### config.mk
export PLATFORM = sky130hd
export DESIGN_NAME = pio_pin_function_select
export DESIGN_NICKNAME = d
export VERILOG_FILES = /design/src/design/pin_mux_pkg.sv /design/src/design/pio_pin_function_select.sv
export VERILOG_INCLUDE_DIRS = /design/src /design/src/design
export SDC_FILE = /design/constraint.sdc
export NUM_CORES = 1
export LEC_CHECK = 0
export BUFFER_PORTS_ARGS = -buffer_cell sky130_fd_sc_hd__buf_2
export CAP_MARGIN = 10
export CORE_ASPECT_RATIO = 0.7
export CORE_MARGIN = 2
export CORE_UTILIZATION = 36
export DETAILED_ROUTE_END_ITERATION = 8
export PLACE_DENSITY_LB_ADDON = 0.1
export SYNTH_ARGS = -nofsm -noshare
export SYNTH_HDL_FRONTEND = slang
export SYNTH_SLANG_ARGS = --single-unit
### constraint.sdc
create_clock -name ref_clk -period 1.9 [get_ports ref_clk]
set_clock_uncertainty 0.1 [all_clocks]
set_input_delay 0.095 -clock ref_clk [delete_from_list [all_inputs] [get_ports ref_clk]]
set_output_delay 0.095 -clock ref_clk [all_outputs]
set_load 0.05 [all_outputs]
### src/design/pin_mux_defs.svh
// register offsets, reset values and field positions of the pin mux
// Function
// - upper select register at C22h, resets zero
// - bit n steers pin sixteen plus n
// - clear means I/O, set means interface
// - bits 15..12 give serial two modem inputs
// - bit 11 gives bus chip select zero
// - bit 10 gives wide memory indication
// - bit 9 gives wide I/O indication
// - bit 8 gives data buffer enable
// - bits 7..0 give interrupt requests 0..7
// - after reset all pins are I/O inputs
// - 32-bit C20h access: lower then upper half
// - chip select register at C24h, bit0 reserved
// - set bit picks bus chip select 7..1
`ifndef PIN_MUX_DEFS_SVH
`define PIN_MUX_DEFS_SVH
`define LOWER_SEL_OFFSET 12'hC20
`define UPPER_SEL_OFFSET 12'hC22
`define CS_SEL_OFFSET 12'hC24
`define UPPER_SEL_RESET 16'h0000
`define CS_SEL_RESET 8'h00
`define CS_SEL_WRITE_MASK 8'hFE
`define SERIAL_FIRST_BIT 12
`define CHIP_SEL0_BIT 11
`define WIDE_MEM_BIT 10
`define WIDE_IO_BIT 9
`define BUF_OE_BIT 8
`endif

### src/design/pin_mux_pkg.sv
// types shared by the pin function select block
`default_nettype none
package pin_mux_pkg;
  // phases of a split double-width access
  typedef enum logic [1:0] {
    ph_idle = 2'b01,
    ph_upper = 2'b10
  } phase_t;
endpackage
`default_nettype wire

### src/design/pio_pin_function_select.sv
// pin function select registers and routing for pins 31..16
`include "pin_mux_defs.svh"
`default_nettype none
module pio_pin_function_select (
  input wire logic ref_clk, // system clock
  input wire logic srst, // synchronous reset, high
  input wire logic clk_en, // freezes all state when low; srst still resets
  input wire logic cfg_req, // access request, one cycle
  input wire logic cfg_wr, // 1 write, 0 read
  input wire logic cfg_dword, // 32-bit access at C20h
  input wire logic [11:0] cfg_addr, // byte offset in config region
  input wire logic [31:0] cfg_wdata, // write data
  output logic [31:0] cfg_rdata, // read data
  output logic cfg_ack, // access done pulse
  output logic lower_wr_stb, // lower half write pulse to owner
  output logic [15:0] lower_wr_data, // lower half data
  output logic [15:0] pio_func_sel, // per pin 31..16: 1 interface
  output logic [3:0] serial2_modem_sel, // ri,dcd,dsr,cts routed
  output logic bus_chip_select_zero_sel, // pin 27 routing
  output logic bus_wide_memory_indication_sel, // pin 26 routing
  output logic bus_wide_io_indication_sel, // pin 25 routing
  output logic bus_data_buffer_output_enable_sel, // pin 24 routing
  output logic [7:0] bus_irq_sel, // bit k: request k routed
  output logic [7:0] cs_func_sel // chip select function bits
);
  // register state
  logic [15:0] upper_pin_function_select; // upper select register
  logic [7:0] chip_select_pin_function; // chip select register
  pin_mux_pkg::phase_t phase; // split access phase
  logic [15:0] pend_upper; // upper half held for second step
  logic pend_wr; // pending step is a write
  // next values
  logic [15:0] next_upper;
  logic [7:0] next_cs;
  pin_mux_pkg::phase_t next_phase;
  logic [15:0] next_pend_upper;
  logic next_pend_wr;
  logic [31:0] next_rdata;
  logic next_ack;
  logic next_lower_stb;
  logic [15:0] next_lower_data;
  logic [15:0] next_sel;
  logic [3:0] next_modem;
  logic next_cs0, next_mem, next_io, next_oe;
  logic [7:0] next_irq;
  logic [7:0] next_cs_out;

  // register access decode and split sequencing
  always_comb
  begin
    next_upper = upper_pin_function_select;
    next_cs = chip_select_pin_function;
    next_phase = phase;
    next_pend_upper = pend_upper;
    next_pend_wr = pend_wr;
    next_rdata = 32'h0000_0000;
    next_ack = 1'b0;
    next_lower_stb = 1'b0;
    next_lower_data = 16'h0000;
    unique case (phase)
      pin_mux_pkg::ph_idle:
      begin
        if (cfg_req)
        begin
          if (cfg_dword && cfg_addr == `LOWER_SEL_OFFSET)
          begin
            next_lower_stb = cfg_wr;
            next_lower_data = cfg_wdata[15:0];
            next_pend_upper = cfg_wdata[31:16];
            next_pend_wr = cfg_wr;
            next_phase = pin_mux_pkg::ph_upper;
          end
          else if (cfg_addr == `UPPER_SEL_OFFSET)
          begin
            if (cfg_wr)
              next_upper = cfg_wdata[15:0];
            next_rdata = {16'h0000, upper_pin_function_select};
            next_ack = 1'b1;
          end
          else if (cfg_addr == `CS_SEL_OFFSET)
          begin
            if (cfg_wr)
              next_cs = cfg_wdata[7:0] & `CS_SEL_WRITE_MASK;
            next_rdata = {24'h000000, chip_select_pin_function};
            next_ack = 1'b1;
          end
          // unmapped or lower-only: acknowledged, reads zero
          else
            next_ack = 1'b1;
        end
      end
      pin_mux_pkg::ph_upper:
      begin
        if (pend_wr)
          next_upper = pend_upper;
        next_rdata = {upper_pin_function_select, 16'h0000};
        next_ack = 1'b1;
        next_phase = pin_mux_pkg::ph_idle;
      end
    endcase
  end

  // routing decode from the registered selects
  always_comb
  begin
    // bit n is pin sixteen plus n
    next_sel = upper_pin_function_select;
    next_modem = upper_pin_function_select[15:`SERIAL_FIRST_BIT];
    next_cs0 = upper_pin_function_select[`CHIP_SEL0_BIT];
    next_mem = upper_pin_function_select[`WIDE_MEM_BIT];
    next_io = upper_pin_function_select[`WIDE_IO_BIT];
    next_oe = upper_pin_function_select[`BUF_OE_BIT];
    for (int k = 0; k < 8; k++)
      next_irq[k] = upper_pin_function_select[7 - k];
    next_cs_out = chip_select_pin_function;
  end

  // registers; reset leaves all pins I/O
  always_ff @(posedge ref_clk)
  begin
    if (srst)
    begin
      upper_pin_function_select <= `UPPER_SEL_RESET;
      chip_select_pin_function <= `CS_SEL_RESET;
      phase <= pin_mux_pkg::ph_idle;
      pend_upper <= 16'h0000;
      pend_wr <= 1'b0;
      cfg_rdata <= 32'h0000_0000;
      cfg_ack <= 1'b0;
      lower_wr_stb <= 1'b0;
      lower_wr_data <= 16'h0000;
      pio_func_sel <= 16'h0000;
      serial2_modem_sel <= 4'h0;
      bus_chip_select_zero_sel <= 1'b0;
      bus_wide_memory_indication_sel <= 1'b0;
      bus_wide_io_indication_sel <= 1'b0;
      bus_data_buffer_output_enable_sel <= 1'b0;
      bus_irq_sel <= 8'h00;
      cs_func_sel <= 8'h00;
    end
    else if (clk_en)
    begin
      upper_pin_function_select <= next_upper;
      chip_select_pin_function <= next_cs;
      phase <= next_phase;
      pend_upper <= next_pend_upper;
      pend_wr <= next_pend_wr;
      cfg_rdata <= next_rdata;
      cfg_ack <= next_ack;
      lower_wr_stb <= next_lower_stb;
      lower_wr_data <= next_lower_data;
      pio_func_sel <= next_sel;
      serial2_modem_sel <= next_modem;
      bus_chip_select_zero_sel <= next_cs0;
      bus_wide_memory_indication_sel <= next_mem;
      bus_wide_io_indication_sel <= next_io;
      bus_data_buffer_output_enable_sel <= next_oe;
      bus_irq_sel <= next_irq;
      cs_func_sel <= next_cs_out;
    end
  end
endmodule
`default_nettype wire

## Word-level counts from Yosys, hierarchy flattened

Cells that the tools add are included.

| cells by class | value |
|---|---|
| equality and inequality tests | 11 |
| multipliers | 0 |
| shift-type cells | 0 |
| $add $sub $neg | 0 |
| magnitude comparators | 0 |
| muxes and demuxes | 23 |
| bitwise gates (word level) | 2 |
| reductions and logical operators | 5 |
| div/mod/pow operators | 0 |

Operator list:

| cell | number |
|---|---|
| 2-to-1 mux 16 bit | 11 |
| one-hot mux 32 bit (2 select lines) | 1 |
| equality test 12 bit (second input constant) | 3 |
| one-hot mux 16 bit (2 select lines) | 1 |
| != test 2 bit (second input constant) | 6 |
| 2-to-1 mux 8 bit | 1 |
| AND reduction 7 bit | 1 |
| AND reduction 6 bit | 1 |
| 2-to-1 mux 1 bit | 5 |
| 2-to-1 mux 2 bit | 2 |
| one-hot mux 2 bit (2 select lines) | 1 |
| AND reduction 4 bit | 1 |
| AND reduction 3 bit | 1 |
| equality test 2 x 1 -> 1 bit (second input constant) | 1 |
| equality test 2 bit (second input constant) | 1 |
| inverter 1 bit | 2 |
| one-hot mux 1 bit (2 select lines) | 1 |
| logical AND 1 bit | 1 |

| storage, ports and cells | value |
|---|---|
| bits in writable memories | 0 |
| word-level logic and storage cells | 58 |
| output and inout bits | 90 |
| bits in latches | 0 |
| bits in registers | 131 |
| ROM bits | 0 |
| memories kept | 0 |
| input port bits | 50 |

## Depth between registers and ports, before layout

| depth | value |
|---|---|
| depth after elaboration | 6 |
| depth in mapped cells | 6 |
| gate-level depth less buffers | 4 |

## Worst setup path before layout

No wires, ideal clock.

| timing path | value |
|---|---|
| path type | flip-flop to flip-flop |
| from | reg phase[1] |
| to | reg upper_pin_function_select[10] (netlist: next_sel[10]) |
| setup slack | 0.298 ns |
| cell stages (with the launch flop) | 6 |
| data required time | 1.682 ns |
| library setup time | 0.118 ns |
| period minus slack after synthesis | 1.602 ns |
| arrival | 1.384 ns |
| buffers on the path | 1 |
| cells stage by stage | dfxtp_1 > or3b_2 > nand4_1 > o22ai_4 > buf_12 > mux2i_1 |

| between the ends | value |
|---|---|
| word-level cells in the longest chain between the ends | 3 |
| elaborated cells on any way between the ends | 9 |
| those cells by class | 7 x eq/ne; 1 x mux; 1 x reduce/logical |

RTL lines:

| item | RTL line | RTL |
|---|---|---|
| from (decl) | pio_pin_function_select.sv:29 | `pin_mux_pkg::phase_t phase;` |
| from (signal assigned) | pio_pin_function_select.sv:125 | `phase <= pin_mux_pkg::ph_idle;` |
| from (signal assigned) | pio_pin_function_select.sv:145 | `phase <= next_phase;` |
| equality test 2 x 1 -> 1 bit or equality test 2 bit (tied branches) | pio_pin_function_select.sv:60 | `unique case (phase)` |
| != test 2 bit (no source line) | -- |  |
| AND reduction 6 bit (no source line) | -- |  |
| to (signal assigned) | pio_pin_function_select.sv:123 | `` upper_pin_function_select <= `UPPER_SEL_RESET; `` |
| to (signal assigned) | pio_pin_function_select.sv:143 | `upper_pin_function_select <= next_upper;` |
| to (decl) | pio_pin_function_select.sv:27 | `logic [15:0] upper_pin_function_select;` |

Several ways; a longest one is shown, not always the timed one.
A chain may end at the register's enable or synchronous reset.

## Worst setup path after layout

| timing path | value |
|---|---|
| from | reg phase[0] |
| to | reg cfg_rdata[14] |

| between the ends | value |
|---|---|
| word-level cells in the longest chain between the ends | 2 |
| elaborated cells on any way between the ends | 3 |
| those cells by class | 2 x eq/ne; 1 x mux |

RTL lines:

| item | RTL line | RTL |
|---|---|---|
| equality test 2 bit or equality test 2 x 1 -> 1 bit (tied branches) | pio_pin_function_select.sv:60 |  |
| one-hot mux 32 bit (2 select lines) * | pio_pin_function_select.sv:60 |  |
| to (signal assigned) | pio_pin_function_select.sv:148 | `cfg_rdata <= next_rdata;` |
| to (decl) | pio_pin_function_select.sv:13 | `output logic [31:0] cfg_rdata,` |

Mark *: on every way between the ends. The rest lies on a longest branch, timed or not.

==> results.md <==
Layout:
- In the final layout, the share of cells above drive strength 1 is 27.6%.
- The diode insertion count for antenna repair is 0.
- The post-layout net count is between 700 and 800.
- Measured on the finished design, the core utilization comes to about half.
- The area growth from synthesis to layout is 34.6%.

Yosys:
- The synthesized netlist devotes 21.3% of its cell area to simple gates.
- The xor and xnor area share after synthesis is 0%.
- Synthesis produced 551 cells.
- The proportion of register bits with asynchronous set or reset after synthesis is 0%.
- The synthesized netlist occupies a cell area of 0.00481 mm².
- After synthesis, the largest family of logic cells by area is simple AND/OR/NAND/NOR gates.
- In this run, synthesis inferred 0 flip-flops with an integrated enable.
- The sequential share of the synthesized area is 47.9%.
- The net count after synthesis is 601.
- Among all flip-flop cells after synthesis, the most frequent one is sky130_fd_sc_hd__dfxtp_1.
- The post-synthesis adder-cell area fraction is 0%.
- The share of the synthesized area in compound gates (AO/OA/AOI/OAI) is 17.1%.
- Synthesis instantiated 40 different standard cells from the library.
- The synthesized area divided by synthesized cell count is approximately 8.7 µm².
- The number of warnings reported in the yosys synthesis log is 0.
- Counting flops and latches in the post-synthesis netlist gives 115.
- In the synthesized netlist, mux cells make up 5.83% of the area.

Power:
- The sequential fraction of design power is around two fifths.
- VDD sags by at most 0.000672 V.
- The total design power is 5.82 mW.
- The switching fraction of total power is 21.4%.
- The internal portion of the total power is 4.58 mW.
- The share of total power in combinational logic is 5.6%.
- The net switching power is 1.25 mW.
- The leakage component of the power is 2.71 nW.
- Power spread over the standard cell area amounts to 900 mW/mm².
- The clock network burns between 50% and 60% of the power.

Clock tree:
- The clock tree buffer depth is 2.
- The number of H-tree levels is 4.
- For this design, the sink count on the clock tree is 115.
- The cell chosen for the clock root is sky130_fd_sc_hd__clkbuf_16.
- The later-pin clock latency in the skew report is 0.41 ns.
- Buffers inserted during clock tree synthesis total 17.
- The CTS tree is yes.
- The clock transition time at the flip-flop clock pins of the worst setup and hold paths is 0.05 ns.

GRT:
- The first global-routing pass estimated ~23,000 µm of wire.
- Global routing finished with a remaining overflow of 0.
- Across every metal layer, demand over resource in global routing totals 20.7%.
- The number of global-route vias before repair was 4,299.
- The largest net degree at the start of global routing is 84.
- The number of antenna violations at the first check in global routing was 0.

Critical path:
- In this design, the stage delay of the slowest critical-path cell is 0.44 ns.
- Together, buffers and inverters on the worst path number 1.
- The critical path is of the reg -> reg type.
- The endpoint type of the worst setup path is a flop.
- The startpoint kind of the worst setup timing path is a flop.
- The critical path goes through nand2b_1 -> buf_4 -> nand2_1 -> or3_1 -> a21oi_1.
- The critical path data arrival time is about 2.0 ns.
- The worst path required time is about 2.1 ns.
- The cell with the largest stage delay on the worst path is sky130_fd_sc_hd__dfxtp_1.
- Along the worst path, the maximum fanout reaches 8.
- Among cell families on the critical path, the largest total delay comes from simple AND/OR/NAND/NOR gates.

Floorplanning:
- The initial utilization of the core area, before any placement, comes to 36.7%.
- The floorplan step defined a die boundary enclosing 0.0143 mm².
- The overall die width is 142 µm.
- The floorplan core area is 0.0131 mm².
- The number of ports placed on the die boundary is 140.
- In this run the core area contains 35 standard-cell rows.
- The die is around 100 µm tall.

STA:
- Counting I/O delays and the setup requirement, the final critical path takes roughly 1.8 ns.
- In the final timing run, aggregate negative setup slack is 0 ns.
- Setup repair after global routing left no endpoint under its margin.
- The final number of max-transition violations is 0.
- The share of the clock period used by the worst path after layout is 93.2%.
- The total count of hold-check failures in the final report is 0.
- On the final layout, the worst hold slack is 0.0448 ns.
- The fmax is roughly 560 MHz.
- The worst pin sits at a relative slew slack of 47.6%.
- The number of failing setup endpoints in the final timing report is 0.
- For the pin with the worst max-slew slack, the measured transition is between 0.7 and 0.8 ns.

Place:
- The half-perimeter wire length after detailed placement is 9980 µm.
- The final RePlAce weighted congestion is 0.787.
- In this run the tool buffered the top-level ports with ~140 buffer cells.

Drt:
- The first-pass iteration count of the detailed router is 4.
- The total length of routed wires is between 10,000 and 15,000 µm.
- The number of design-rule violations left by the first detailed-router iteration is 220.
- The wire length per cell is 16.4 µm.
- In the routed design, unresolved DRC markers number 0.
- The number of routed nets with antenna violations is 0.
- In the routed layout, each cell is associated on average with a via count of 5.08.
- The detailed-route via count is 4,451.

Outcome:
- The flow ran to the end, and the final reports show no timing, DRC or antenna violations.

Flow run:
- The tool flagged a number of max-cap violations equal to 0.

Min path:
- The path class of the tightest hold or removal check is in -> reg.
[worst reg2reg max path, delay by kind of cell, from the launching register on]
| family | cells | cell delay, ns |
|---|---|---|
| compound gates | 1 | 0.15 |
| simple gates | 3 | 0.87 |
| buf+inv | 1 | 0.16 |
| flops | 1 | 0.44 |
[registers in the layout (all words and copies together), names as in the netlist, 2 cells and up]
signal and count:
pend_upper 16, pio_func_sel 16, cs_func_sel 7, cfg_rdata 32, lower_wr_data 16, chip_select_pin_function 7
phase 2, next_sel 16
[power groups by stage]
stage               combinational [mW]  sequential, mW  clock, mW
finish                           0.327            2.42       3.08
global placement                 0.267            2.47          0
floorplan                        0.142            2.47          0
global route                     0.353            2.41       3.27
detailed placement               0.272            2.47          0
CTS                              0.325            2.42       3.14
[final cells by class]
| cell class | instances | area [µm²] |
|---|---|---|
| Fill cell | 1264 | 6620 |
| Timing Repair Buffer | 191 | 1200 |
| Multi-Input combinational cell | 361 | 2140 |
| Sequential cell | 115 | 2300 |
| Clock buffer | 22 | 484 |
| Inverter | 15 | 56.3 |
| Clock inverter | 6 | 80.1 |
| Tap cell | 166 | 208 |
[cell usage in the layout, fill, tap and decap left out, drive strengths merged, types with 3 or more instances in the layout]
cell,Yosys,final
a22oi,7,7
dlygate4sd3,0,34
o32a,14,14
o21ai,24,24
or3,19,19
a32oi,16,16
mux2i,28,28
clkinv,0,4
clkbuf,27,22
a21oi,55,55
nand2b,18,18
nor2,76,76
nand2,44,44
nand3,35,35
inv,15,15
nor4b,3,3
buf,33,157
dfxtp,115,115
nor2b,3,3
[routing by layer]
metal | GRT usage (%) | wire length [µm]
met5 | 0 | 0
met2 | 30.2 | 6100
met1 | 29.5 | 7040
met4 | 7.54 | 211
met3 | 5.37 | 1050
[worst paths after layout]
check,from,end,slack [ns],cells after the start
worst max-delay path,phase[0],cfg_rdata[14],0.13,5
worst min-delay path,cfg_req,cfg_ack,0.04,3
worst max register to register,phase[0],cfg_rdata[14],0.13,5
worst min register to register,cfg_rdata[17],cfg_rdata[17],0.36,2
[per-stage QoR]
stage                     setup WS [ns]  area, µm²  std cells
after global placement            0.161       5540        813
after CTS                        0.0721       6450        875
after global routing            0.00638       6470        876
after floorplan                   0.298       4810        551
final                             0.129       6470        876
after detailed placement         0.0747       5540        813
[kinds of logic after synthesis]
| logic type | after synthesis |
|---|---|
| multiplexers | 28 |
| flip-flops | 115 |
| AND/OR/NAND/NOR | 207 |
| buffers and inverters | 75 |
| AO/OA/AOI/OAI | 125 |
| other | 1 |
[repair_timing]
item                                    in CTS  in global routing
gates resized for setup                      0                  1
hold buffers                                34                  0
endpoints found under the setup margin       0                 18
hold endpoints to repair                    45                  0
buffers inserted                             0                  1
[synthesized netlist by cell type (all sizes together), types with 2 or more instances]
cell type  instances  share of area, %
nand4              2              0.26
inv               15               1.2
nor2              76               5.9
nand2             44               3.4
nor2b              3              0.39
clkbuf            27               2.1
nor4b              3               1.3
o32a              14               2.9
a21oi             55               5.7
a32oi             16               2.9
or3b               2              0.36
a21o               2              0.31
o21ai             24               2.5
a22oi              7               1.1
or3               19               2.5
nand2b            18               2.3
mux2i             28               5.8
dfxtp            115                48
buf               33               4.5
nand3             35               3.9
No activity file was read; power rests on OpenSTA's default activity.
